`src/nfctf_cfg.svh`:
```
// Register map, field positions and reset values of the target register
// slice and of its host controller. Included by the package only.
// Function
// - Device keeps its own target identifier register
// - Host sets level register, then writes identifier
// - Size field: 00=4, 01=7, 10=10 bytes
// - Bit 5 enables automatic single device detection
// - Three-bit wake level, all zero means off
// - Bit 3 selects extended field measurement range
// - Level register cleared only by power-on
// - Protocol bits 7,6 show comparators live
// - Protocol bits 4..0 clear after continuous read
// - Rate field: 01=106, 10=212, 11=424 kbps
// - Bits 4,3,2 flag first command type
// - Interrupt status 0x04, 0x08, 0x40 events
// - Type A reads 0xc9, Type B 0xc5
// - Host reads request, answers with matching response
// - Test bits 7,6,5 repurpose keying/modulation pins
// - Decoder/IO test bits cleared at stop
// - Test bit 0 selects fast coder clock
// - Overflow set beyond 127 presented bytes
// - Low seven status bits give FIFO count
// - Twelve-bit byte count split over two registers
// - Bit 0 flags partial byte, bits 3..1 size
// - Length registers clear at reset, disable, end
// - Reading interrupt status clears it
`ifndef NFCTF_CFG_SVH
`define NFCTF_CFG_SVH

// Link register addresses
`define NFCTF_A_IRQ        5'h0c
`define NFCTF_A_ID         5'h17
`define NFCTF_A_DET        5'h18
`define NFCTF_A_PROTO      5'h19
`define NFCTF_A_TPIN       5'h1a
`define NFCTF_A_TMODE      5'h1b
`define NFCTF_A_FIFO       5'h1c
`define NFCTF_A_TXH        5'h1d
`define NFCTF_A_TXL        5'h1e

// Reset values and write masks
`define NFCTF_ZERO8        8'h00
`define NFCTF_DET_MASK     8'hef
`define NFCTF_TMODE_MASK   8'h4f
`define NFCTF_TSTOP_MASK   8'hf1
`define NFCTF_ID_BYTES     10

// Detection level fields
`define NFCTF_DET_SIZE     7:6
`define NFCTF_DET_SDD      5
`define NFCTF_DET_XRANGE   3
`define NFCTF_DET_WAKE     2:0

// Interrupt status bits
`define NFCTF_IRQ_FIELD    2
`define NFCTF_IRQ_SDD      3
`define NFCTF_IRQ_RX       6

// Test pin select and test mode bits
`define NFCTF_TP_SUBC_IN   7
`define NFCTF_TP_SUBC_OUT  6
`define NFCTF_TP_DIRECT    5
`define NFCTF_TM_IO_HI     3
`define NFCTF_TM_IO_LO     2
`define NFCTF_TM_DEC       1
`define NFCTF_TM_FASTCLK   0

// Rate code for 106 kbps and overflow threshold
`define NFCTF_RATE_106     2'b01
`define NFCTF_FIFO_MAX     8'h7f

// Host register word indexes on the system bus
`define NFCTF_H_CMD        3'h0
`define NFCTF_H_STAT       3'h1
`define NFCTF_H_DET        3'h2
`define NFCTF_H_ID0        3'h3
`define NFCTF_H_ID2        3'h5
`define NFCTF_H_NONE       3'h7

// Host command fields
`define NFCTF_C_ADDR       4:0
`define NFCTF_C_DATA       15:8
`define NFCTF_C_WRITE      16
`define NFCTF_C_IDLOAD     17
`define NFCTF_HTRANS_NSEQ  2'b10

`endif

```
`src/nfctf_pkg.sv`:
```
// Types shared by both ends of the target register link.
// Assumes nfctf_cfg.svh in the include path.
`include "nfctf_cfg.svh"
package nfctf_pkg;

  typedef enum logic [1:0] {
    SDD_IDLE = 2'b00,
    SDD_SEND = 2'b01,
    SDD_DONE = 2'b11
  } nfctf_sdd_e;

  typedef enum logic [1:0] {
    H_IDLE = 2'b00,
    H_XFER = 2'b01,
    H_WAIT = 2'b11,
    H_GAP  = 2'b10
  } nfctf_host_e;

  // Identifier length from the size field; reserved code taken as 4
  function automatic logic [3:0] nfctf_id_len(input logic [1:0] sz);
    case (sz)
      2'b01:   nfctf_id_len = 4'h7;
      2'b10:   nfctf_id_len = 4'ha;
      default: nfctf_id_len = 4'h4;
    endcase
  endfunction : nfctf_id_len

endpackage : nfctf_pkg

```
`src/nfctf_link_if.sv`:
```
// Serial register link between host controller and target register bank.
// Both ends run on the same clock, supplied outside.
`timescale 1ns/1ns
interface nfctf_link_if;
  logic       cs;
  logic       stb;
  logic       wr;
  logic [4:0] addr;
  logic [7:0] wdata;
  logic [7:0] rdata;
  logic       ack;
  logic       irq;

  modport dev (
    input  cs, stb, wr, addr, wdata,
    output rdata, ack, irq
  );

  modport host (
    output cs, stb, wr, addr, wdata,
    input  rdata, ack, irq
  );
endinterface : nfctf_link_if

```
`src/nfctf_dev.sv`:
```
// Target register bank: identifier, detection level, protocol info,
// test pin muxing, FIFO status and transmit length.
// Assumes one clock; rst is power-on reset; chip_en and comparators async.
`timescale 1ns/1ns
module nfctf_dev
  import nfctf_pkg::*;
(
  // Clock and power-on reset
  input  wire logic        mclk,
  input  wire logic        rst,
  // Register link
  nfctf_link_if.dev        link,
  // Asynchronous pins and comparators
  input  wire logic        chip_en,
  input  wire logic        wake_comparator_in,
  input  wire logic        avoid_comparator_in,
  input  wire logic        keying_pin,
  // Modulation pin, oe_n low while driven
  input  wire logic        modulation_pin_i,
  output logic             modulation_pin_o,
  output logic             modulation_pin_oe_n,
  // Receive path events
  input  wire logic        field_detect_stb,
  input  wire logic        rx_done_stb,
  input  wire logic        first_cmd_stb,
  input  wire logic [1:0]  first_rate,
  input  wire logic        first_alt_coding,
  input  wire logic        first_passive_req,
  input  wire logic        type_b_flag,
  // Transmit path and test stop
  input  wire logic        tx_eof_stb,
  input  wire logic        test_stop_stb,
  input  wire logic        rx_subcarrier,
  input  wire logic        tx_mod_logic,
  // FIFO
  input  wire logic [7:0]  fifo_presented,
  // Configuration outputs
  output logic [2:0]       wake_level,
  output logic             wake_detect_on,
  output logic             wake_comparator_out,
  output logic             avoid_comparator_out,
  output logic             extended_field_range,
  output logic             sdd_enabled,
  output logic [11:0]      tx_byte_count,
  output logic             tx_partial,
  output logic [2:0]       tx_partial_bits,
  output logic             test_mode,
  output logic             fast_coder_clock,
  output logic             dec_subc_sel,
  output logic             dec_subc_in,
  output logic             tx_mod_ctl,
  // Automatic detection identifier stream
  output logic             id_tx_valid,
  output logic [7:0]       id_tx_data
);

  typedef struct packed {
    logic [4:0]      sy1;
    logic [4:0]      sy2;
    logic [4:0]      sy3;
    logic [4:0]      syn;
    logic [9:0][7:0] id;
    logic [3:0]      id_idx;
    logic [7:0]      det;
    logic [4:0]      proto;
    logic            proto_rd;
    logic            cs_prev;
    logic [7:0]      tpin;
    logic [7:0]      tmode;
    logic [7:0]      txh;
    logic [7:0]      txl;
    logic [7:0]      irqs;
    logic            ovf;
    logic [7:0]      rdata;
    logic            ack;
    nfctf_sdd_e      sdd;
    logic [3:0]      sdd_cnt;
    logic [7:0]      id_out;
    logic            id_vld;
  } nfctf_dev_s;

  nfctf_dev_s s_q;
  nfctf_dev_s s_d;

  // Filtered pin view: {chip_en, wake, avoid, keying, mod_in}
  logic en_f;
  logic wake_f;
  logic avoid_f;
  logic key_f;
  logic modin_f;
  assign {en_f, wake_f, avoid_f, key_f, modin_f} = s_q.syn;

  function automatic logic [7:0] rd_mux(input nfctf_dev_s s,
                                        input logic [4:0] a,
                                        input logic w, input logic v);
    case (a)
      `NFCTF_A_IRQ:   rd_mux = s.irqs;
      `NFCTF_A_ID:    rd_mux = (s.id_idx < `NFCTF_ID_BYTES) ? s.id[s.id_idx]
                                                           : `NFCTF_ZERO8;
      `NFCTF_A_DET:   rd_mux = s.det;
      `NFCTF_A_PROTO: rd_mux = {w, v, 1'b0, s.proto};
      `NFCTF_A_TPIN:  rd_mux = s.tpin;
      `NFCTF_A_TMODE: rd_mux = s.tmode;
      `NFCTF_A_FIFO:  rd_mux = {s.ovf, s.ovf ? 7'h7f : fifo_presented[6:0]};
      `NFCTF_A_TXH:   rd_mux = s.txh;
      `NFCTF_A_TXL:   rd_mux = s.txl;
      default:        rd_mux = `NFCTF_ZERO8;
    endcase
  endfunction : rd_mux

  always_comb begin
    logic [3:0] len;
    logic       wr_en;
    logic       rd_en;
    len   = nfctf_id_len(s_q.det[`NFCTF_DET_SIZE]);
    s_d   = s_q;
    wr_en = link.stb && link.wr;
    rd_en = link.stb && !link.wr;
    // Three-stage filter: change accepted when stages two and three agree
    s_d.sy1 = {chip_en, wake_comparator_in, avoid_comparator_in,
               keying_pin, modulation_pin_i};
    s_d.sy2 = s_q.sy1;
    s_d.sy3 = s_q.sy2;
    s_d.syn = (s_q.sy2 & s_q.sy3) | (s_q.syn & (s_q.sy2 | s_q.sy3));
    s_d.cs_prev = link.cs;
    s_d.ack     = link.stb;
    s_d.id_vld  = 1'b0;
    if (rd_en) begin
      s_d.rdata = rd_mux(s_q, link.addr, wake_f, avoid_f);
    end
    if (!link.cs) begin
      s_d.id_idx = 4'h0;
    end

    // clear after a continuous read ends
    if (s_q.cs_prev && !link.cs && s_q.proto_rd) begin
      s_d.proto    = 5'h00;
      s_d.proto_rd = 1'b0;
    end
    if (rd_en && link.addr == `NFCTF_A_PROTO) begin
      s_d.proto_rd = 1'b1;
    end
    // coding, request, type and rate form the code
    // record first command, set wins over clear
    if (first_cmd_stb && s_d.proto == 5'h00) begin
      s_d.proto = {first_alt_coding, first_passive_req, type_b_flag,
                   first_rate};
    end

    if (rd_en && link.addr == `NFCTF_A_IRQ) begin
      s_d.irqs = `NFCTF_ZERO8;
    end
    if (field_detect_stb) begin
      s_d.irqs[`NFCTF_IRQ_FIELD] = 1'b1;
    end
    if (rx_done_stb) begin
      s_d.irqs[`NFCTF_IRQ_RX] = 1'b1;
    end

    if (tx_eof_stb) begin
      s_d.txh = `NFCTF_ZERO8;
      s_d.txl = `NFCTF_ZERO8;
    end
    if (test_stop_stb) begin
      s_d.tmode = s_q.tmode & `NFCTF_TSTOP_MASK;
    end
    if (fifo_presented > `NFCTF_FIFO_MAX) begin
      s_d.ovf = 1'b1;
    end else if (fifo_presented == `NFCTF_ZERO8) begin
      s_d.ovf = 1'b0;
    end

    if (wr_en) begin
      case (link.addr)
        `NFCTF_A_ID: begin
          // identifier bytes fill in burst order
          if (s_q.id_idx < len) begin
            s_d.id[s_q.id_idx] = link.wdata;
            s_d.id_idx         = s_q.id_idx + 4'h1;
          end
        end
        `NFCTF_A_DET:   s_d.det   = link.wdata & `NFCTF_DET_MASK;
        `NFCTF_A_TPIN:  s_d.tpin  = link.wdata;
        `NFCTF_A_TMODE: s_d.tmode = link.wdata & `NFCTF_TMODE_MASK;
        `NFCTF_A_TXH:   s_d.txh   = link.wdata;
        `NFCTF_A_TXL:   s_d.txl   = link.wdata;
        default:        s_d.det   = s_d.det;
      endcase
    end

    case (s_q.sdd)
      SDD_IDLE: begin
        if (s_q.det[`NFCTF_DET_SDD] && first_cmd_stb && first_passive_req
            && first_rate == `NFCTF_RATE_106) begin
          s_d.sdd     = SDD_SEND;
          s_d.sdd_cnt = 4'h0;
        end
      end
      SDD_SEND: begin
        s_d.id_out  = s_q.id[s_q.sdd_cnt];
        s_d.id_vld  = 1'b1;
        s_d.sdd_cnt = s_q.sdd_cnt + 4'h1;
        if (s_q.sdd_cnt == len - 4'h1) begin
          s_d.sdd = SDD_DONE;
        end
      end
      SDD_DONE: begin
        s_d.irqs[`NFCTF_IRQ_SDD] = 1'b1;
        s_d.sdd                  = SDD_IDLE;
      end
      default: s_d.sdd = SDD_IDLE;
    endcase

    // Chip disabled: all but level and identifier cleared
    if (!en_f) begin
      s_d.proto    = 5'h00;
      s_d.proto_rd = 1'b0;
      s_d.tpin     = `NFCTF_ZERO8;
      s_d.tmode    = `NFCTF_ZERO8;
      s_d.txh      = `NFCTF_ZERO8;
      s_d.txl      = `NFCTF_ZERO8;
      s_d.irqs     = `NFCTF_ZERO8;
      s_d.ovf      = 1'b0;
      s_d.sdd      = SDD_IDLE;
    end
  end

  always_ff @(posedge mclk) begin
    if (rst) begin
      s_q <= '0;
    end else begin
      s_q <= s_d;
    end
  end

  // Link answers
  assign link.rdata = s_q.rdata;
  assign link.ack   = s_q.ack;
  assign link.irq   = |s_q.irqs;

  // wake detection off when level zero
  assign wake_level           = s_q.det[`NFCTF_DET_WAKE];
  assign wake_detect_on       = |s_q.det[`NFCTF_DET_WAKE];
  assign wake_comparator_out  = wake_f & wake_detect_on;
  assign avoid_comparator_out = avoid_f;
  assign extended_field_range = s_q.det[`NFCTF_DET_XRANGE];
  assign sdd_enabled          = s_q.det[`NFCTF_DET_SDD];
  assign tx_byte_count        = {s_q.txh, s_q.txl[7:4]};
  assign tx_partial           = s_q.txl[0];
  assign tx_partial_bits      = s_q.txl[0] ? s_q.txl[3:1] : 3'h0;
  // test mode from decoder or io bits
  assign test_mode            = s_q.tmode[`NFCTF_TM_DEC]
                              | s_q.tmode[`NFCTF_TM_IO_HI]
                              | s_q.tmode[`NFCTF_TM_IO_LO];
  assign fast_coder_clock     = s_q.tmode[`NFCTF_TM_FASTCLK];

  assign dec_subc_sel        = s_q.tpin[`NFCTF_TP_SUBC_IN];
  assign dec_subc_in         = dec_subc_sel & key_f;
  assign tx_mod_ctl          = s_q.tpin[`NFCTF_TP_DIRECT] ? modin_f
                                                          : tx_mod_logic;
  assign modulation_pin_o    = s_q.tpin[`NFCTF_TP_SUBC_OUT] & rx_subcarrier;
  assign modulation_pin_oe_n = !s_q.tpin[`NFCTF_TP_SUBC_OUT]
                             || s_q.tpin[`NFCTF_TP_DIRECT];
  assign id_tx_valid         = s_q.id_vld;
  assign id_tx_data          = s_q.id_out;

endmodule : nfctf_dev

```
`src/flat_wrapper.sv`:
```
// flat-port wrapper written by rule: the top's interface ports become plain ports
module nfctf_dev_flat import nfctf_pkg::*;
  (mclk, rst, chip_en, wake_comparator_in, avoid_comparator_in, keying_pin, modulation_pin_i, modulation_pin_o, modulation_pin_oe_n, field_detect_stb, rx_done_stb, first_cmd_stb, first_rate, first_alt_coding, first_passive_req, type_b_flag, tx_eof_stb, test_stop_stb, rx_subcarrier, tx_mod_logic, fifo_presented, wake_level, wake_detect_on, wake_comparator_out, avoid_comparator_out, extended_field_range, sdd_enabled, tx_byte_count, tx_partial, tx_partial_bits, test_mode, fast_coder_clock, dec_subc_sel, dec_subc_in, tx_mod_ctl, id_tx_valid, id_tx_data, link_cs, link_stb, link_wr, link_addr, link_wdata, link_rdata, link_ack, link_irq);
  nfctf_link_if link_i ();
  input  wire logic mclk;
  input  wire logic rst;
  input  wire logic chip_en;
  input  wire logic wake_comparator_in;
  input  wire logic avoid_comparator_in;
  input  wire logic keying_pin;
  input  wire logic modulation_pin_i;
  output logic modulation_pin_o;
  output logic modulation_pin_oe_n;
  input  wire logic field_detect_stb;
  input  wire logic rx_done_stb;
  input  wire logic first_cmd_stb;
  input  wire logic [1:0] first_rate;
  input  wire logic first_alt_coding;
  input  wire logic first_passive_req;
  input  wire logic type_b_flag;
  input  wire logic tx_eof_stb;
  input  wire logic test_stop_stb;
  input  wire logic rx_subcarrier;
  input  wire logic tx_mod_logic;
  input  wire logic [7:0] fifo_presented;
  output logic [2:0] wake_level;
  output logic wake_detect_on;
  output logic wake_comparator_out;
  output logic avoid_comparator_out;
  output logic extended_field_range;
  output logic sdd_enabled;
  output logic [11:0] tx_byte_count;
  output logic tx_partial;
  output logic [2:0] tx_partial_bits;
  output logic test_mode;
  output logic fast_coder_clock;
  output logic dec_subc_sel;
  output logic dec_subc_in;
  output logic tx_mod_ctl;
  output logic id_tx_valid;
  output logic [7:0] id_tx_data;
  input wire logic [$bits(link_i.cs)-1:0] link_cs;
  input wire logic [$bits(link_i.stb)-1:0] link_stb;
  input wire logic [$bits(link_i.wr)-1:0] link_wr;
  input wire logic [$bits(link_i.addr)-1:0] link_addr;
  input wire logic [$bits(link_i.wdata)-1:0] link_wdata;
  output wire logic [$bits(link_i.rdata)-1:0] link_rdata;
  output wire logic [$bits(link_i.ack)-1:0] link_ack;
  output wire logic [$bits(link_i.irq)-1:0] link_irq;
  assign link_i.cs = link_cs;
  assign link_i.stb = link_stb;
  assign link_i.wr = link_wr;
  assign link_i.addr = link_addr;
  assign link_i.wdata = link_wdata;
  assign link_rdata = link_i.rdata;
  assign link_ack = link_i.ack;
  assign link_irq = link_i.irq;
  nfctf_dev u_core (.mclk(mclk), .rst(rst), .link(link_i), .chip_en(chip_en), .wake_comparator_in(wake_comparator_in), .avoid_comparator_in(avoid_comparator_in), .keying_pin(keying_pin), .modulation_pin_i(modulation_pin_i), .modulation_pin_o(modulation_pin_o), .modulation_pin_oe_n(modulation_pin_oe_n), .field_detect_stb(field_detect_stb), .rx_done_stb(rx_done_stb), .first_cmd_stb(first_cmd_stb), .first_rate(first_rate), .first_alt_coding(first_alt_coding), .first_passive_req(first_passive_req), .type_b_flag(type_b_flag), .tx_eof_stb(tx_eof_stb), .test_stop_stb(test_stop_stb), .rx_subcarrier(rx_subcarrier), .tx_mod_logic(tx_mod_logic), .fifo_presented(fifo_presented), .wake_level(wake_level), .wake_detect_on(wake_detect_on), .wake_comparator_out(wake_comparator_out), .avoid_comparator_out(avoid_comparator_out), .extended_field_range(extended_field_range), .sdd_enabled(sdd_enabled), .tx_byte_count(tx_byte_count), .tx_partial(tx_partial), .tx_partial_bits(tx_partial_bits), .test_mode(test_mode), .fast_coder_clock(fast_coder_clock), .dec_subc_sel(dec_subc_sel), .dec_subc_in(dec_subc_in), .tx_mod_ctl(tx_mod_ctl), .id_tx_valid(id_tx_valid), .id_tx_data(id_tx_data));
endmodule
```
`config.mk`:
```
export PLATFORM = sky130hd
export DESIGN_NAME = nfctf_dev_flat
export DESIGN_NICKNAME = d
export VERILOG_FILES = /design/src/nfctf_pkg.sv /design/src/nfctf_link_if.sv /design/src/nfctf_dev.sv /design/src/flat_wrapper.sv
export VERILOG_INCLUDE_DIRS = /design/src
export SDC_FILE = /design/constraint.sdc
export NUM_CORES = 1
export LEC_CHECK = 0
export BUFFER_PORTS_ARGS = -buffer_cell sky130_fd_sc_hd__buf_2
export CORE_ASPECT_RATIO = 1.75
export CORE_MARGIN = 3
export CORE_UTILIZATION = 44
export DETAILED_ROUTE_END_ITERATION = 12
export PLACE_DENSITY = 0.71
export SLEW_MARGIN = 5
export SYNTH_ARGS = -nofsm -noshare
export SYNTH_HDL_FRONTEND = slang
export SYNTH_SLANG_ARGS = --single-unit
```
`constraint.sdc`:
```
create_clock -name mclk -period 2.43 [get_ports mclk]
set_clock_uncertainty 0.2 [all_clocks]
set_input_delay 0.243 -clock mclk [delete_from_list [all_inputs] [get_ports mclk]]
set_output_delay 0.243 -clock mclk [all_outputs]
set_load 0.05 [all_outputs]
```
### After elaboration in Yosys (flattened, before gate mapping)

Cells that the tools add are included.

* $add $sub $neg: 3
* order comparisons: 6
* equality and inequality tests: 17
* muxes and demuxes: 38
* bitwise gates (word level): 10
* reductions and logical operators: 32

Operators by type and width (count)
* 80-bit bitwise mux: 1
* 8-bit case mux with 9 select lines: 1
* 8-bit binary-select mux with 4-bit select: 2
* 8-bit 2-to-1 mux: 8
* 5-bit equality test, second input constant: 8
* 8-bit demux with 4-bit select: 1
* 24-bit 2-to-1 mux: 1
* 16-bit 2-to-1 mux: 1
* 4-bit 2-to-1 mux: 4
* 4-bit case mux with 2 select lines: 2
* 7-bit 2-to-1 mux: 2
* 12-bit 2-to-1 mux: 1
* 6-bit 2-to-1 mux: 2
* 2-bit nonzero test: 6
* 1-bit logical AND: 11
* 5-bit AND: 2
* 4-bit by 5-bit < comparator with 1-bit output, second input constant: 2
* 5-bit bitwise OR: 2
* 4-bit by 1-bit adder with 4-bit output, second input constant: 2
* 8-bit by 7-bit greater-than comparator with 1-bit output, second input constant: 1
* 8-bit zero test: 1
* 1-bit 2-to-1 mux: 8
* 2-bit AND reduction: 4
* 2-bit by 1-bit equality test with 1-bit output, second input constant: 3
* 22 further kinds: 30

* flip-flop bits (word level): 178
* output and inout port bits: 50
* logic and storage cells: 139

### Depth between registers and ports, before layout

* word-level depth: 7
* depth in mapped cells: 9
* gate-level depth less buffers: 8

### Worst setup path before layout

No wires, ideal clock.

* path kind: reg-to-reg
* from: register u_core.s_q[78] in the netlist's numbering
* to: register u_core.s_q[148] in the netlist's numbering
* arrival: 2.111 ns
* required time: 2.102 ns
* setup slack: -0.009 ns
* stages on the path, launching flop included: 9
* path buffers: 1
* clock period less this slack: 2.439 ns
* cell sequence: dfxtp_1 -> inv_1 -> ha_1 -> ha_1 -> o21ai_0 -> buf_2 -> o2111ai_4 -> mux2i_1 -> nor2_1

* word-level cells in the longest chain between the ends: 4
* elaborated cells between the ends (all ways): 5

Ends and longest elaborated chain
* start: declaration: RTL line nfctf_dev.sv:82 `nfctf_dev_s s_q;`
* start signal: assignment: RTL line nfctf_dev.sv:230 `s_q <= '0;`
* start signal: assignment: RTL line nfctf_dev.sv:232 `s_q <= s_d;`
* 2-bit equality test / 2-bit by 1-bit equality test with 1-bit output (equally long branches): RTL line nfctf_pkg.sv:21 `case (sz)`
* 4-bit case mux with 2 select lines (*): RTL line nfctf_pkg.sv:21
* 4-bit < comparator (*): RTL line nfctf_dev.sv:177 `if (s_q.id_idx < len) begin`
* 3-bit AND reduction (no line) (*)

Every way passes the cells marked *; elsewhere a longest branch is shown, timed or not.
A chain may end at the register's enable or synchronous reset.

### Worst setup path in the final report

* from: register u_core.s_q[78] in the netlist's numbering
* to: register u_core.s_q[123] in the netlist's numbering

The elaborated chain is that of the path after synthesis.

==> flow_summary.ini <==
[run_status]
status = completed

[cts]
htreeDepth = 4
clkSlewWorstSetupHoldPaths_ns = 0.07
insertion_delay_ns = 0.44
cts_made_buffers = 17
cts_tree = built
clock-sinks = 175
clock-root-buffer = clkbuf_16
clockBufferDepth = 2

[route]
finalWirelength_um = 25300
vias_per_cell = 5.88
drc_errors = 0
route.vias.total = 7195
ant_nets = 0
firstDrtPassIters = 5
drtIter0Drc = 710
wl_per_cell_um = 20.7

[critical_path]
crit_type = reg2reg
r2r_cells = 8
timing.rr.end = u_core.s_q[123]
cp.required_ns = 2.53
ff2ff_setup_slack_ns = 0.02
cp-end-kind = flop
worstPathArrival_ns = 2.51
worst_setup_path_start_kind = flop
cp_max_fo = 8
r2r-start = u_core.s_q[78]

[global_route]
grt_pass1_wl_um = 38600
grt_use_total_pct = 22.6
grt_max_degree = 135
grt_overflow = 0
antenna_found_initial = 0
grt_pass1_vias = 7032

[pwr]
power.density_nw_per_um2 = 571
swShare_pct = 23.0
power_switching_uw = 1360
peakVddDrop_mv = 0.549
clkPwrFrac_pct = 46.4
leakage_uw = 0.00432
seqPwrFrac_pct = 48.8
p_comb_share_pct = 4.8
p_int_uw = 4550

[worst_hold_path]
hold_path.class = in2reg
whs_endpoint = u_core.s_q[66]
hold_start = link_wr
holdPathStages = 4

[place]
gp_congestion = 0.901
placed_cells = 1173
portBuffers = 92
place_hpwl_um = 17600

[floorplanning]
coreArea_um2 = 19400
die_h_um = 193
pin_count = 93
initial_core_util_pct = 45.4
rows = 67
die_w_um = 113
dieArea_um2 = 21900

[timing]
maxSlewHeadroom_pct = 56.5
finalSetupViolCount = 0
tightest_slew_ns = 0.652
fin_hold_ws_ns = 0.0630
period_minus_slack_ns = 2.41
max_freq_mhz = 414
period_share_pct = 99.3
hold_viol = 0
finalMaxSlewViolations = 0

[logic_synthesis]
yosysWarnings = 0
netlist_area_um2 = 8830
synth_ff_type = dfxtp_1
async_flop_share_pct = 0
synth_seq_cells = 175
synth.avg_cell_area_um2 = 9.78
yosysTopAreaCell = dfxtp_1
synth_edf_count = 0
yosysSeqAreaShare_pct = 39.7
synth_cells = 903
yosysUniqueCellTypes = 61
synth_area_leaders = dfxtp_1, mux2i_1, mux4_2
synth_nets = 957
yosysTopAreaCellShare_pct = 39.7

[flow_run]
maxCapViolCount = 0

[layout]
drive_above_1_share_pct = 24.9
fin_cells = 1224
num-nets-final = 1024
finish.utilization_pct = 53.2
area_growth_pct = 17.2
diodes = 0
sequential cells by signal (all words and copies together) (netlist names), 3 cells and up:
| name | cells |
|---|---|
| u_core.id_tx_data | 8 |
| u_core.s_d | 10 |
| u_core.tx_byte_count | 12 |
| u_core.s_q | 123 |
| u_core.link.rdata | 8 |
| u_core.wake_level | 3 |
Yosys cell counts (all sizes together), types with 3 or more instances:
| library cell | instances |
|---|---|
| dfxtp | 175 |
| nor2 | 143 |
| mux2i | 115 |
| buf | 51 |
| clkbuf | 47 |
| a21oi | 39 |
| nand2 | 38 |
| o21ai | 31 |
| nor2b | 27 |
| mux2 | 26 |
| mux4 | 26 |
| nand3 | 18 |
| nor3b | 18 |
| a22o | 17 |
| ha | 11 |
| o2111ai | 11 |
| and2 | 10 |
| o221ai | 9 |
| a221oi | 8 |
| a22oi | 8 |
| inv | 8 |
| nor3 | 8 |
| nand2b | 7 |
| nor4 | 5 |
| o22ai | 5 |
| or3 | 4 |
| a222oi | 3 |
| nand3b | 3 |
| nand4 | 3 |
| or3b | 3 |
how the worst max path moves through the flow:
| stage | startpoint | to | slack, ns | cells past startpoint |
|---|---|---|---|---|
| final | u_core.s_q[78] | u_core.s_q[123] | 0.02 | 8 |
| after global routing | u_core.s_q[78] | u_core.s_q[131] | -0.05 | 8 |
| after floorplan | u_core.s_q[78] | u_core.s_q[148] | 0.07 | 8 |
| after global placement | u_core.s_q[78] | u_core.s_q[126] | 0.1 | 8 |
| after CTS | u_core.s_q[78] | u_core.s_q[123] | 0.04 | 8 |
| after detailed placement | u_core.s_q[78] | u_core.s_q[123] | 0.06 | 8 |
power groups by stage:
stage	logic [uW]	clock network, uW	registers [uW]
4_1_cts	277	2790	2890
5_1_grt	300	2890	2890
2_1_floorplan	142	0	2950
3_3_place_gp	255	0	2950
6_report	284	2740	2890
3_5_place_dp	254	0	2950
per-stage QoR:
stage,power [uW],cell area [um2],TNS (ns),setup WS (ns)
after global placement,3210,9480,0,0.0996
final,5910,10300,0,0.0170
after floorplan,3100,8830,0,0.0676
after CTS,5950,10200,0,0.0385
after detailed placement,3210,9480,0,0.0569
after global routing,6070,10300,-0.605,-0.0458
cell usage in the layout, fill, tap and decap left out, drive strengths merged, types with 4 or more instances in the layout:
| cell | Yosys | final |
|---|---|---|
| dfxtp | 175 | 175 |
| nor2 | 143 | 143 |
| buf | 51 | 127 |
| mux2i | 115 | 115 |
| a21oi | 39 | 39 |
| nand2 | 38 | 38 |
| o21ai | 31 | 31 |
| nor2b | 27 | 27 |
| mux2 | 26 | 26 |
| mux4 | 26 | 26 |
| clkbuf | 47 | 22 |
| nand3 | 18 | 18 |
| nor3b | 18 | 18 |
| a22o | 17 | 17 |
| dlygate4sd3 | 0 | 17 |
| o2111ai | 11 | 11 |
| ha | 11 | 11 |
| and2 | 10 | 10 |
| inv | 8 | 10 |
| o221ai | 9 | 9 |
| a22oi | 8 | 8 |
| a221oi | 8 | 8 |
| nor3 | 8 | 8 |
| nand2b | 7 | 7 |
| clkinv | 0 | 7 |
| o22ai | 5 | 5 |
| nor4 | 5 | 5 |
| or3 | 4 | 4 |
cell type report:
type	instances	area, um2
flip-flops and latches	175	3510
clock buffers	20	457
inverters	8	32.5
fillers	1651	9100
well taps	241	302
multi-input cells	622	4840
clock inverters	12	135
repair buffers	146	1070
worst max-delay path, cell delays in order, from the launching register on:
cell	delay, ns
dfxtp_2	0.36
inv_4	0.06
ha_4	0.27
ha_4	0.19
a211oi_4	0.40
clkbuf_16	0.23
o2111ai_4	0.25
mux2i_1	0.26
nor2_1	0.06
routing by layer:
layer  vias up  routed length [um]  global-route usage, %
met5         -                   0                      0
met4         0                1660                   13.6
met3        89                1100                   3.50
met2       269               13600                   41.6
met1      3476                8920                   23.4
li1       3361                   -                      -
repair_timing:
item                                   CTS  global route
gates resized for setup                  0            12
hold buffers                            17             0
setup endpoints to repair                0            78
endpoints found under the hold margin   21             0
buffers inserted                         0             0
logic make-up (layout without fill, tap and decap cells):
logic type                 after synthesis  after routing  synth area share (%)
adders and majority gates               11             11                  1.56
and+or+nand+nor                        293            293                  16.1
muxes                                  167            167                  23.0
AOI/OAI and AO/OA                      147            147                  13.0
xor gates and xnor gates                 4              4                 0.397
buffers and inverters                  106            186                  6.22
DFF                                    175            175                  39.7
(Power assumes the default switching activity.)
